File: src/hdl/ldcfg_pkg.sv
// Constants and types for the per-unit configuration register bank
// -----------------------------------------------------------------
// How it works
// Bit 0 of index 0x30 activates the unit chosen by the selector.
// Software writes zeros to activation bits 7:1; they are reserved.
// Activation and base address bytes reset to 0x00 on every reset kind.
// Indexes 0x31 to 0x5F ignore writes and read zero.
// Index 0x60 holds base bits 15:8, index 0x61 bits 7:0.
// A second base address sits at 0x62 high and 0x63 low.
// Base indexes a unit does not use ignore writes, read zero.
// Every unit has a primary interrupt select at 0x70.
// Only the keyboard unit has 0x72, reset 0x00; others read zero.
// Selected interrupts default to active-high edge signalling.
// Indexes 0x71, 0x73, 0x76-0xA8, 0xA9-0xDF ignore writes, read zero.
// DMA select 0x74 only for floppy and parallel units; 0x75 reads zero.
// Unit 0 interrupt resets 0x06; DMA resets 0x02 unit 0, 0x04 units 3, 5.
// Activation and power-control bits are linked; either set means on.
// Banks chosen by selector 0x07, reachable only in configuration state.
// Index 0xFF ignores writes and reads zero.
// -----------------------------------------------------------------
package ldcfg_pkg;

	localparam int UNIT_COUNT = 12;
	localparam int UNIT_W = 4;

	localparam logic [7:0] IDX_UNIT_SEL = 8'h07;
	localparam logic [7:0] IDX_ACTIVATE = 8'h30;
	localparam logic [7:0] IDX_BASE_HI = 8'h60;
	localparam logic [7:0] IDX_BASE_LO = 8'h61;
	localparam logic [7:0] IDX_BASE2_HI = 8'h62;
	localparam logic [7:0] IDX_BASE2_LO = 8'h63;
	localparam logic [7:0] IDX_IRQ_PRI = 8'h70;
	localparam logic [7:0] IDX_IRQ_SEC = 8'h72;
	localparam logic [7:0] IDX_DMA_SEL = 8'h74;
	localparam logic [7:0] IDX_LAST = 8'hFF;

	localparam int ACT_BIT = 0;
	localparam logic [7:0] ACT_RSV_MASK = 8'hFE;

	localparam logic [7:0] RST_ZERO = 8'h00;
	localparam logic [7:0] RST_IRQ_UNIT0 = 8'h06;
	localparam logic [7:0] RST_DMA_UNIT0 = 8'h02;
	localparam logic [7:0] RST_DMA_UNIT35 = 8'h04;

	localparam logic [3:0] UNIT_FLOPPY = 4'h0;
	localparam logic [3:0] UNIT_PARALLEL = 4'h3;
	localparam logic [3:0] UNIT_SERIAL2 = 4'h5;
	localparam logic [3:0] UNIT_KEYBOARD = 4'h7;

	// One host access through the index/data pair, already decoded
	typedef struct packed {
		logic wr;
		logic rd;
		logic [7:0] index;
		logic [7:0] wdata;
	} cfg_req_t;

	// Per-unit settings as seen by the unit's own logic
	typedef struct packed {
		logic on;
		logic [15:0] base;
		logic [15:0] base2;
		logic [7:0] irq_pri;
		logic [7:0] irq_sec;
		logic [7:0] dma;
	} unit_cfg_t;

endpackage

File: src/hdl/logical_device_config_bank.sv
// Per-unit configuration register bank behind the index/data port pair
`timescale 1ns/1ps
module logical_device_config_bank import ldcfg_pkg::*; #(
	parameter int UNITS = UNIT_COUNT,
	parameter logic [UNIT_COUNT-1:0] HAS_BASE = 12'hE39,
	parameter logic [UNIT_COUNT-1:0] HAS_BASE2 = 12'h000
) (
	input wire logic sys_clk,
	input wire logic rst_b,
	input wire logic soft_reset,
	input wire logic config_state,
	input wire cfg_req_t req,
	input wire logic [UNIT_COUNT-1:0] power_ctl_set,
	input wire logic [UNIT_COUNT-1:0] power_ctl_clr,
	output logic [7:0] rdata,
	output logic [UNIT_COUNT-1:0] power_ctl,
	output unit_cfg_t [UNIT_COUNT-1:0] unit_cfg
);

	// -----------------------------------------------------------------
	// Storage
	// -----------------------------------------------------------------
	logic [UNIT_W-1:0] sel_q;
	logic [UNIT_COUNT-1:0] act_q;
	logic [7:0] bhi_q [UNIT_COUNT];
	logic [7:0] blo_q [UNIT_COUNT];
	logic [7:0] b2hi_q [UNIT_COUNT];
	logic [7:0] b2lo_q [UNIT_COUNT];
	logic [7:0] irq_q [UNIT_COUNT];
	logic [7:0] irq2_q;
	logic [7:0] dma_q [UNIT_COUNT];
	logic wr_ok;
	logic rd_ok;
	logic [7:0] rdata_d;
	logic sel_ok;

	// Bank only reachable while in the configuration state
	assign wr_ok = req.wr && config_state;
	assign rd_ok = req.rd && config_state;

	// Selector codes past the last unit reach no bank, so read zero
	assign sel_ok = sel_q < UNIT_COUNT;

	function automatic logic [7:0] irq_rst(input int u);
		return (u == 0) ? RST_IRQ_UNIT0 : RST_ZERO;
	endfunction

	function automatic logic [7:0] dma_rst(input int u);
		if (u == 0) begin
			return RST_DMA_UNIT0;
		end else if (u == UNIT_PARALLEL || u == UNIT_SERIAL2) begin
			return RST_DMA_UNIT35;
		end
		return RST_ZERO;
	endfunction

	function automatic logic has_dma(input logic [UNIT_W-1:0] u);
		return (u == UNIT_FLOPPY) || (u == UNIT_PARALLEL);
	endfunction

	// -----------------------------------------------------------------
	// Unit selector
	// -----------------------------------------------------------------
	always_ff @(posedge sys_clk or negedge rst_b) begin
		if (!rst_b) begin
			sel_q <= '0;
		end else if (soft_reset) begin
			sel_q <= '0;
		end else if (wr_ok && req.index == IDX_UNIT_SEL) begin
			sel_q <= req.wdata[UNIT_W-1:0];
		end
	end

	// -----------------------------------------------------------------
	// Activation, linked to the power-control bit
	// -----------------------------------------------------------------
	// A register write wins over a same-cycle power-control request
	always_ff @(posedge sys_clk or negedge rst_b) begin
		if (!rst_b) begin
			act_q <= '0;
		end else if (soft_reset) begin
			act_q <= '0;
		end else begin
			for (int u = 0; u < UNIT_COUNT; u++) begin
				if (wr_ok && req.index == IDX_ACTIVATE &&
						sel_q == u[UNIT_W-1:0]) begin
					act_q[u] <= req.wdata[ACT_BIT];
				end else if (power_ctl_set[u]) begin
					act_q[u] <= 1'b1;
				end else if (power_ctl_clr[u]) begin
					act_q[u] <= 1'b0;
				end
			end
		end
	end

	// One shared flop keeps both bits equal by construction
	assign power_ctl = act_q;

	// -----------------------------------------------------------------
	// Base addresses
	// -----------------------------------------------------------------
	always_ff @(posedge sys_clk or negedge rst_b) begin
		if (!rst_b) begin
			for (int u = 0; u < UNIT_COUNT; u++) begin
				bhi_q[u] <= RST_ZERO;
				blo_q[u] <= RST_ZERO;
				b2hi_q[u] <= RST_ZERO;
				b2lo_q[u] <= RST_ZERO;
			end
		end else if (soft_reset) begin
			for (int u = 0; u < UNIT_COUNT; u++) begin
				bhi_q[u] <= RST_ZERO;
				blo_q[u] <= RST_ZERO;
				b2hi_q[u] <= RST_ZERO;
				b2lo_q[u] <= RST_ZERO;
			end
		end else if (wr_ok && sel_ok && HAS_BASE[sel_q]) begin
			if (req.index == IDX_BASE_HI) begin
				bhi_q[sel_q] <= req.wdata;
			end else if (req.index == IDX_BASE_LO) begin
				blo_q[sel_q] <= req.wdata;
			end else if (HAS_BASE2[sel_q] && req.index == IDX_BASE2_HI) begin
				b2hi_q[sel_q] <= req.wdata;
			end else if (HAS_BASE2[sel_q] && req.index == IDX_BASE2_LO) begin
				b2lo_q[sel_q] <= req.wdata;
			end
		end
	end

	// -----------------------------------------------------------------
	// Interrupt and DMA selects
	// -----------------------------------------------------------------
	// Edge-high signalling is the reset polarity of every selected line
	always_ff @(posedge sys_clk or negedge rst_b) begin
		if (!rst_b) begin
			for (int u = 0; u < UNIT_COUNT; u++) begin
				irq_q[u] <= irq_rst(u);
			end
			irq2_q <= RST_ZERO;
		end else if (soft_reset) begin
			for (int u = 0; u < UNIT_COUNT; u++) begin
				irq_q[u] <= irq_rst(u);
			end
			irq2_q <= RST_ZERO;
		end else if (wr_ok) begin
			if (req.index == IDX_IRQ_PRI && sel_ok) begin
				irq_q[sel_q] <= req.wdata;
			end else if (req.index == IDX_IRQ_SEC &&
					sel_q == UNIT_KEYBOARD) begin
				irq2_q <= req.wdata;
			end
		end
	end

	always_ff @(posedge sys_clk or negedge rst_b) begin
		if (!rst_b) begin
			for (int u = 0; u < UNIT_COUNT; u++) begin
				dma_q[u] <= dma_rst(u);
			end
		end else if (soft_reset) begin
			for (int u = 0; u < UNIT_COUNT; u++) begin
				dma_q[u] <= dma_rst(u);
			end
		end else if (wr_ok && req.index == IDX_DMA_SEL && has_dma(sel_q)) begin
			dma_q[sel_q] <= req.wdata;
		end
	end

	// -----------------------------------------------------------------
	// Read path; every unlisted index reads zero
	// -----------------------------------------------------------------
	always_comb begin
		rdata_d = RST_ZERO;
		if (req.index == IDX_UNIT_SEL) begin
			rdata_d = {{(8-UNIT_W){1'b0}}, sel_q};
		end else if (!sel_ok) begin
			rdata_d = RST_ZERO;
		end else if (req.index == IDX_ACTIVATE) begin
			rdata_d = {7'h00, act_q[sel_q]};
		end else if (req.index == IDX_BASE_HI && HAS_BASE[sel_q]) begin
			rdata_d = bhi_q[sel_q];
		end else if (req.index == IDX_BASE_LO && HAS_BASE[sel_q]) begin
			rdata_d = blo_q[sel_q];
		end else if (req.index == IDX_BASE2_HI && HAS_BASE[sel_q] &&
				HAS_BASE2[sel_q]) begin
			rdata_d = b2hi_q[sel_q];
		end else if (req.index == IDX_BASE2_LO && HAS_BASE[sel_q] &&
				HAS_BASE2[sel_q]) begin
			rdata_d = b2lo_q[sel_q];
		end else if (req.index == IDX_IRQ_PRI) begin
			rdata_d = irq_q[sel_q];
		end else if (req.index == IDX_IRQ_SEC && sel_q == UNIT_KEYBOARD) begin
			rdata_d = irq2_q;
		end else if (req.index == IDX_DMA_SEL && has_dma(sel_q)) begin
			rdata_d = dma_q[sel_q];
		end
	end

	// Read data held until the next read
	always_ff @(posedge sys_clk or negedge rst_b) begin
		if (!rst_b) begin
			rdata <= RST_ZERO;
		end else if (rd_ok) begin
			rdata <= rdata_d;
		end
	end

	// -----------------------------------------------------------------
	// Per-unit outputs
	// -----------------------------------------------------------------
	always_comb begin
		for (int u = 0; u < UNIT_COUNT; u++) begin
			unit_cfg[u].on = act_q[u];
			unit_cfg[u].base = {bhi_q[u], blo_q[u]};
			unit_cfg[u].base2 = {b2hi_q[u], b2lo_q[u]};
			unit_cfg[u].irq_pri = irq_q[u];
			unit_cfg[u].irq_sec = (u == UNIT_KEYBOARD) ? irq2_q : RST_ZERO;
			unit_cfg[u].dma = dma_q[u];
		end
	end
endmodule

File: config.mk
export PLATFORM = sky130hd
export DESIGN_NAME = logical_device_config_bank
export DESIGN_NICKNAME = d
export VERILOG_FILES = /design/src/hdl/ldcfg_pkg.sv /design/src/hdl/logical_device_config_bank.sv
export SDC_FILE = /design/constraint.sdc
export NUM_CORES = 1
export LEC_CHECK = 0
export ABC_AREA = 1
export BUFFER_PORTS_ARGS = -buffer_cell sky130_fd_sc_hd__buf_2
export CAP_MARGIN = 25
export CELL_PAD_IN_SITES_DETAIL_PLACEMENT = 0
export CELL_PAD_IN_SITES_GLOBAL_PLACEMENT = 1
export CORE_AREA = 8 8 288 290
export DETAILED_ROUTE_END_ITERATION = 8
export DIE_AREA = 0 0 296 298
export GPL_TIMING_DRIVEN = 0
export PLACE_DENSITY_LB_ADDON = 0.1
export SYNTH_ARGS = -nofsm -noshare
export SYNTH_HDL_FRONTEND = slang
export SYNTH_SLANG_ARGS = --single-unit
File: constraint.sdc
create_clock -name sys_clk -period 7.2 [get_ports sys_clk]
set_clock_uncertainty 0.1 [all_clocks]
set_input_delay 1.8 -clock sys_clk [delete_from_list [all_inputs] [get_ports sys_clk]]
set_output_delay 1.8 -clock sys_clk [all_outputs]
set_load 0.01 [all_outputs]
==> out/results.txt, run 1 <==
total CTS buffers = 60
Worst R2R End = unit_cfg[41]$_DFFE_PN0P_
worst vdd ir = 0.0002080 V
CP Launch Type = flop
Critical Path End Type = flop
filler-free cell count of the finished design = 5005
first-pass GRT wire length = 197.5 mm
average cell area after synthesis = 7.968 um2
most common cell after layout, fill and taps aside = sky130_fd_sc_hd__nand2_1
Max clock buf depth = 3
starting density of the core = 31.16%
most area-hungry cell type in the Yosys netlist = sky130_fd_sc_hd__dfrtp_1
count of TritonRoute iterations in the first routing pass = 6
post-synthesis to final-layout area growth = 31.11%
buffers inserted during post-CTS setup optimization = 0
Async SR Flop Fraction = 100.0%
post-cts sizing count = 0
root buffer cell = sky130_fd_sc_hd__clkbuf_16
required time at the endpoint of the critical path = 7.66 ns
number of primary I/O pins = 750
CTS H-tree depth = 2
# nets final = 3952
Crit Path Category = reg2reg
post-detailed-placement half-perimeter wirelength = 115.6 mm
Clock Latency Late Sink = 0.64 ns
hold violation total from the final report = 0
number of inserted filler cells in the final layout = 8463
leakage power of the design = 0.01712 uW
kind of cell adding the most delay to the critical path = buffers and inverters
Clock transition at path regs = 0.07 ns
DR vias/cell = 4.958
maximum clock rate = 0.2013 GHz
core region area = 78360 um2
area of the die = 88210 um2
total of flip-flops plus latches after synthesis = 512
remaining global-route overflow = 0
post-route minimum period = 4.967 ns
post-synth top area share = 51.97%
arrival time of data at the critical path endpoint = 5.43 ns
Area contributors post-synth = sky130_fd_sc_hd__dfrtp_1 52%, sky130_fd_sc_hd__nand2_1 12%, sky130_fd_sc_hd__o21ai_0 7.1%
vias in the first global route = 23910
setup violation total in the final timing report = 0
number of max-slew violations in the final report = 0
Yosys warning total = 0
number of placement rows = 103
delay of the slowest cell on the worst path = 0.84 ns
cell count of the worst hold path = 2
Synth Cell Area = 24410 um2
CP Cell Sequence = clkinv_1, clkbuf_1, clkbuf_1, ha_1, nand2_1, nand3_1, nor3_2, a21oi_1, buf_2, inv_2, buf_2, nand2_1, o21ai_0
DP Cell Count = 4889
maximum number of pins on one net before global-route repair = 114
Power Density = 226.8 nW/um2
cell with the largest stage delay on the worst path = sky130_fd_sc_hd__clkbuf_1
wire per inst = 29.16 um
buffers plus inverters on the worst setup path = 6
worst setup path startpoint = sel_q[1]$_DFFE_PN0P_
Die Y = 298 um
fraction of layout instances using a drive strength above 1 = 27.48%
routed via count = 24810
initial drt markers = 2409
startpoint of the worst hold path = rdata[5]$_DFFE_PN0P_
die extent in x = 296 um
count of maximum capacitance violations = 0
gate count after technology mapping = 3064
hold buffers post-CTS = 0
CTS tree = yes
commonest cells after routing, fill and taps aside = 794 x sky130_fd_sc_hd__nand2_1, 681 x sky130_fd_sc_hd__buf_2, 507 x sky130_fd_sc_hd__dfrtp_1
drc violations = 0
relative slew slack = 18.71%
crit-path max FO = 11
number of distinct library cell variants in the gate-level netlist after synthesis = 43
clock sink count = 512
Final GP Congestion = 0.9765
worst reg2reg startpoint = sel_q[1]$_DFFE_PN0P_
initial antenna violation count = 11
routed wire length = 145.9 mm
count of input and output buffers = 661
number of synthesized flops with an enable pin = 0
worst path setup slack after routing = 2.233 ns
register-to-register path setup slack = 2.23 ns
count of cells along the worst register-to-register path = 13
antenna-violating nets left = 0
crit share post-route = 68.98%
most instantiated flip-flop cell in the synthesis netlist = sky130_fd_sc_hd__dfrtp_1
run status = finished, final reports clean
combined global-route utilization of all metal layers = 31.84%
worst hold endpoint = rdata[5]$_DFFE_PN0P_
slew at the pin closest to its max-slew limit = 1.219 ns
path type of the worst min-delay path = reg2reg
RSZ-0062 raised after global routing = false
Design Power = 7259 uW
register area share after synthesis = 52.51%
pre-CTS setup slack = 2.054 ns
metrics by stage:
step | hold WS, ns | util (%) | cell area, um2 | TNS (ns)
after global routing | 0.4026 | 40.84 | 32000 | 0
after CTS | 0.3853 | 40.82 | 31990 | 0
final | 0.3789 | 40.85 | 32010 | 0
after floorplan | 0.3753 | - | 24740 | 0
after detailed placement | 0.3679 | 38.13 | 29880 | 0
after global placement | 0.3621 | 37.47 | 29360 | -3662.73
tightest hold or removal path: cells and delay by family (launching register included):
family	cells	cell delay (ns)
compound gates	1	0.05
flops	1	0.34
simple gates	1	0.05
final cells by class:
cell class / instances / area (um2) / share of cell area (%)
Antenna cell: 3 / 7.507 / 0.02345
Inverter: 346 / 1299 / 4.058
Multi-Input combinational cell: 1963 / 8596 / 26.85
Clock inverter: 24 / 280.3 / 0.8756
Timing Repair Buffer: 689 / 3839 / 11.99
Tap cell: 1050 / 1314 / 4.104
Clock buffer: 88 / 1828 / 5.711
Sequential cell: 512 / 12820 / 40.05
Buffer: 330 / 2027 / 6.333
cell usage after synthesis, types with 4 or more instances:
master	n
sky130_fd_sc_hd__nor2_2	6
sky130_fd_sc_hd__a31oi_1	9
sky130_fd_sc_hd__nor3_1	5
sky130_fd_sc_hd__o22ai_1	5
sky130_fd_sc_hd__nor2_1	369
sky130_fd_sc_hd__nand3_1	112
sky130_fd_sc_hd__a22oi_1	5
sky130_fd_sc_hd__inv_2	27
sky130_fd_sc_hd__nor2_4	5
sky130_fd_sc_hd__a21oi_1	92
sky130_fd_sc_hd__dfrtp_1	507
sky130_fd_sc_hd__o21ai_2	16
sky130_fd_sc_hd__buf_2	21
sky130_fd_sc_hd__o211ai_1	9
sky130_fd_sc_hd__inv_1	316
sky130_fd_sc_hd__clkbuf_1	90
sky130_fd_sc_hd__dfstp_2	5
sky130_fd_sc_hd__nand4_1	11
sky130_fd_sc_hd__nand2_1	794
sky130_fd_sc_hd__o21ai_0	348
sky130_fd_sc_hd__o21ai_1	55
sky130_fd_sc_hd__buf_4	199
sky130_fd_sc_hd__o221ai_1	6
sky130_fd_sc_hd__ha_1	4
sky130_fd_sc_hd__buf_1	18
cell families after synthesis:
logic type / synth area share [%]
flops: 52.51
fa+ha+maj: 0.2050
compound gates: 12.11
simple gates: 21.36
buf+inv: 13.62
other cells: 0.01536
mux: 0.1794
state kept, by name (all words and copies together) (netlist names):
signal,count
irq2_q,8
power_ctl,12
rdata,8
sel_q,4
unit_cfg,480
worst max-delay path by stage:
stage	cells after the start	to	slack (ns)
after detailed placement	7	unit_cfg[135]$_DFFE_PN0P_	2.05
after global routing	14	unit_cfg[390]$_DFFE_PN0P_	2.21
after floorplan	8	power_ctl[8]$_DFFE_PN0P_	3.85
after CTS	13	unit_cfg[41]$_DFFE_PN0P_	2.44
final	13	unit_cfg[41]$_DFFE_PN0P_	2.23
after global placement	1	unit_cfg[322]$_DFFE_PN0P_	-7.30
layer usage:
layer / track usage (%) / up-vias / part of all wire [%]
met5: 0 / - / 0.0096
met4: 15.16 / 2 / 5.8
met3: 8.896 / 334 / 10
met2: 52.39 / 1376 / 47
met1: 38.20 / 12060 / 38
li1: - / 11040 / -
power breakdown:
part,switching [uW],total (uW),internal [uW],leakage [uW]
Sequential,45.0,2970,2920,0.00709
Combinational,754,997,243,0.00898
Clock,1330,3290,1960,0.00106
Total,2130,7260,5130,0.0171
Power figures use the tool's default switching activity.
==> run 2, diff against run 1 <==
--- a/config.mk
+++ b/config.mk
@@ -5,14 +5,14 @@
 export SDC_FILE = /design/constraint.sdc
 export NUM_CORES = 1
 export LEC_CHECK = 0
-export ABC_AREA = 1
+export ABC_AREA = 0
 export BUFFER_PORTS_ARGS = -buffer_cell sky130_fd_sc_hd__buf_2
 export CAP_MARGIN = 25
 export CELL_PAD_IN_SITES_DETAIL_PLACEMENT = 0
 export CELL_PAD_IN_SITES_GLOBAL_PLACEMENT = 1
-export CORE_AREA = 8 8 288 290
+export CORE_AREA = 8 8 283 285
 export DETAILED_ROUTE_END_ITERATION = 8
-export DIE_AREA = 0 0 296 298
+export DIE_AREA = 0 0 291 293
 export GPL_TIMING_DRIVEN = 0
 export PLACE_DENSITY_LB_ADDON = 0.1
 export SYNTH_ARGS = -nofsm -noshare
==> constraint.sdc (replaced) <==
create_clock -name sys_clk -period 5 [get_ports sys_clk]
set_clock_uncertainty 0.1 [all_clocks]
set_input_delay 1.25 -clock sys_clk [delete_from_list [all_inputs] [get_ports sys_clk]]
set_output_delay 1.25 -clock sys_clk [all_outputs]
set_load 0.01 [all_outputs]
==> run 2 against run 1 <==
Compared with the run above: sequential share of layout area increased by 0.60 points; largest cell class unchanged; power is 27% higher; area after synthesis is 0.13% lower; sequential power grew 40%; cell area decreased by 1.5%; largest power group unchanged; die area down 3.3%; non-clock buffer count up 20; hold slack improved by 0.013 ns; combinational power fell by 49%; core utilization rose by 0.95 points; register-to-register slack worse by 2.0 ns.
==> out/results.txt, run 2 <==
Critical Path End Type = flop
total of flip-flops plus latches after synthesis = 512 (unchanged)
root buffer cell = sky130_fd_sc_hd__clkbuf_16
maximum clock rate = 0.2119 GHz (+5.2%)
Max clock buf depth = 3 (unchanged)
CP Launch Type = flop
post-synthesis to final-layout area growth = 29.36%
post-synthesis share of cell area spent on and, or, nand and nor gates = 15.04% (-6.3 points)
mux contribution to synthesized area = 12.08% (+12 points)
remaining global-route overflow = 0 (unchanged)
combined global-route utilization of all metal layers = 28.79% (-3.0 points)
GRT busiest layer = met2
Area contributors post-synth = sky130_fd_sc_hd__dfrtp_1 52%, sky130_fd_sc_hd__mux4_2 7.2%, sky130_fd_sc_hd__buf_4 6.1%
post-route minimum period = 4.720 ns (-0.2471 ns)
crit-path max FO = 10 (-1)
maximum number of pins on one net before global-route repair = 114 (unchanged)
register area share after synthesis = 52.58% (+0.070 points)
Synth Cell Area = 24380 um2 (-0.13%)
proportion of power drawn by flip-flops and latches = 45.1% (+4.2 points)
filler-free cell count of the finished design = 4173 (-17%)
path type of the worst min-delay path = reg2reg
Largest register FFs = 480 (unchanged)
commonest cells after routing, fill and taps aside = 670 x sky130_fd_sc_hd__buf_2, 507 x sky130_fd_sc_hd__dfrtp_1, 318 x sky130_fd_sc_hd__nand2_1
cell with the most instances after synthesis = sky130_fd_sc_hd__dfrtp_1
post-detailed-placement half-perimeter wirelength = 97.67 mm (-16%)
Yosys warning total = 0 (unchanged)
first-pass GRT wire length = 177.7 mm (-10%)
average cell area after synthesis = 10.48 um2 (+32%)
count of maximum capacitance violations = 0 (unchanged)
most instantiated flip-flop cell in the synthesis netlist = sky130_fd_sc_hd__dfrtp_1
Final GP Congestion = 0.9155 (-6.2%)
number of inserted filler cells in the final layout = 7569 (-11%)
arrival time of data at the critical path endpoint = 5.12 ns (-0.31 ns)
Clock Latency Late Sink = 0.65 ns (about the same)
DP Cell Count = 4058 (-17%)
worst vdd ir = 0.0002557 V (+23%)
total CTS buffers = 58 (-3.3%)
top cells by count, synth = 507 x sky130_fd_sc_hd__dfrtp_1, 318 x sky130_fd_sc_hd__nand2_1, 253 x sky130_fd_sc_hd__a21oi_1
switching power of the nets = 2283 uW (+7.2%)
die extent in x = 291 um (-1.7%)
area fraction in compound gates after synthesis = 11.00% (-1.1 points)
Crit Path Category = reg2reg
multi-input combinational cell area = 9677 um2 (+13%)
Clock power frac = 49.5% (+4.1 points)
routed wire length = 127.3 mm (-13%)
most common cell after layout, fill and taps aside = sky130_fd_sc_hd__buf_2
starting density of the core = 32.32% (+1.2 points)
global-route met2 utilization = 47.46% (-4.9 points)
clock sink count = 512 (unchanged)
gate count after technology mapping = 2326 (-24%)
run status = finished, final reports clean
hold violation total from the final report = 0 (unchanged)
post-synth top area share = 52.04% (+0.069 points)
count of TritonRoute iterations in the first routing pass = 6 (unchanged)
crit share post-route = 94.40% (+25 points)
Die Y = 293 um (-1.7%)
dominant combinational cell family by area after synthesis = simple AND/OR/NAND/NOR gates
Async SR Flop Fraction = 100.0% (unchanged)
setup violation total in the final timing report = 0 (unchanged)
CTS H-tree depth = 2 (unchanged)
relative slew slack = 22.88% (+4.2 points)
fraction of layout instances using a drive strength above 1 = 35.05% (+7.6 points)
required time at the endpoint of the critical path = 5.40 ns (-2.26 ns)
Internal Power = 6964 uW (+36%)
number of primary I/O pins = 750 (unchanged)
initial drt markers = 1772 (-26%)
global-route track usage on met1 = 37.24% (-0.96 points)
count of input and output buffers = 651 (-1.5%)
slew at the pin closest to its max-slew limit = 1.157 ns (-0.06252 ns)
net switching share of the total power = 24.69% (-4.7 points)
Power Density = 293.2 nW/um2 (+29%)
adder and majority gate portion of the synthesized area = 0.2053% (+0.00027 points)
drc violations = 0 (unchanged)
number of distinct library cell variants in the gate-level netlist after synthesis = 63 (+47%)
power share of the combinational group = 5.4% (-8.3 points)
number of max-slew violations in the final report = 0 (unchanged)
# nets final = 3190 (-19%)
initial antenna violation count = 9 (-2)
routing usage on met3 = 6.928% (-2.0 points)
CTS tree = yes
hold buffers post-CTS = 0 (unchanged)
routed via count = 21830 (-12%)
wire per inst = 30.50 um (+4.6%)
register-to-register path setup slack = 0.28 ns (-1.95 ns)
number of synthesized flops with an enable pin = 0 (unchanged)
leakage power of the design = 0.01582 uW (-7.6%)
vias in the first global route = 22000 (-8.0%)
DR vias/cell = 5.232 (+5.5%)
Clock transition at path regs = 0.06 ns (about the same)
Final Core Density = 41.80% (+0.95 points)
most area-hungry cell type in the Yosys netlist = sky130_fd_sc_hd__dfrtp_1
area of the die = 85260 um2 (-3.3%)
core region area = 75440 um2 (-3.7%)
antenna-violating nets left = 0 (unchanged)
RSZ-0062 raised after global routing = false
Register Area = 12820 um2 (unchanged)
area share of xor/xnor cells in the synthesized design = 0% (unchanged)
number of placement rows = 101 (-1.9%)
[run 2: changes by cell type in the layout (fill, tap and decap cells not counted), sizes merged, moves of 78 or more]
cell   change
a21oi    +161
inv      -334
mux2i    +112
mux4      +78
nand2    -478
nand3     -94
nor2     -236
nor2b    +187
o21ai    -223
[run 2: cell families (layout without fill, tap and decap cells)]
family                   after synthesis  in the layout
AND/OR/NAND/NOR                      727            727
buffers and inverters                382           1159
multiplexers                         196            196
other                                  1             93
AO/OA/AOI/OAI                        504            504
adder cells (fa/ha/maj)                4              4
flip-flops                           512            512
[run 2: worst paths after layout]
kind | start | end | cells after the start
max | sel_q[1]$_DFFE_PN0P_ | unit_cfg[276]$_DFFE_PN0P_ | 14
min | rdata[7]$_DFFE_PN0P_ | rdata[7]$_DFFE_PN0P_ | 2
max reg2reg | sel_q[1]$_DFFE_PN0P_ | unit_cfg[276]$_DFFE_PN0P_ | 14
min reg2reg | rdata[7]$_DFFE_PN0P_ | rdata[7]$_DFFE_PN0P_ | 2
max in group asynchronous | rst_b | unit_cfg[610]$_DFFE_PN0P_ | 3
min in group asynchronous | rst_b | unit_cfg[290]$_DFFE_PN0P_ | 1
[run 2: layout make-up]
cell class,instances,share of cell area (%)
Sequential cell,512,40.64
Multi-Input combinational cell,1519,30.68
Timing Repair Buffer,668,11.35
Buffer,371,6.907
Clock buffer,89,5.479
Tap cell,978,3.880
Clock inverter,21,0.9005
Inverter,10,0.1230
Antenna cell,5,0.03967
[run 2: repair_timing]
| action | in CTS | in global routing |
|---|---|---|
| setup endpoints to repair | 83 | 26 |
| gates resized for setup | 1 | 2 |
| setup buffers | 0 | 0 |
[run 2: metal layers]
layer / share of wire (%) / routed length, um / vias up
li1: - / - / 9317
met5: 0.015 / 19 / -
met3: 7.8 / 9886 / 212
met1: 41 / 52030 / 11310
met4: 3.5 / 4479 / 2
met2: 48 / 60850 / 991
[run 2: worst max-delay path, stage by stage (launching register included)]
cell and delay [ns]:
sky130_fd_sc_hd__dfrtp_1 0.37, sky130_fd_sc_hd__buf_2 0.34, sky130_fd_sc_hd__clkbuf_4 0.48, sky130_fd_sc_hd__clkinv_2 0.37
sky130_fd_sc_hd__buf_1 0.31, sky130_fd_sc_hd__buf_8 0.23, sky130_fd_sc_hd__ha_1 0.18, sky130_fd_sc_hd__clkbuf_1 0.30
sky130_fd_sc_hd__or3b_1 0.49, sky130_fd_sc_hd__o31ai_4 0.11, sky130_fd_sc_hd__nand3_2 0.32, sky130_fd_sc_hd__buf_6 0.32
sky130_fd_sc_hd__nor2_8 0.28, sky130_fd_sc_hd__mux2i_1 0.28, sky130_fd_sc_hd__nor2_1 0.07
[run 2: stage by stage]
| stage | setup TNS [ns] | power [uW] | setup slack (ns) | hold slack, ns | cell area, um2 |
|---|---|---|---|---|---|
| detailed placement | -2.525 | 4739 | -0.1139 | 0.3770 | 29500 |
| global placement | -4235.70 | 4717 | -8.294 | 0.3654 | 29190 |
| floorplan | 0 | 4453 | 1.681 | 0.3940 | 24710 |
| global route | 0 | 9501 | 0.1450 | 0.4136 | 31530 |
| CTS | 0 | 9307 | 0.1607 | 0.3896 | 31510 |
| finish | 0 | 9247 | 0.2802 | 0.3916 | 31540 |
[run 2: power by group through the flow]
| stage | logic, uW | clock network [uW] | registers [uW] |
|---|---|---|---|
| after floorplan | 214 | 0 | 4240 |
| after global placement | 473 | 0 | 4240 |
| after detailed placement | 497 | 0 | 4240 |
| after CTS | 498 | 4640 | 4170 |
| after global routing | 542 | 4790 | 4160 |
| final | 504 | 4580 | 4170 |
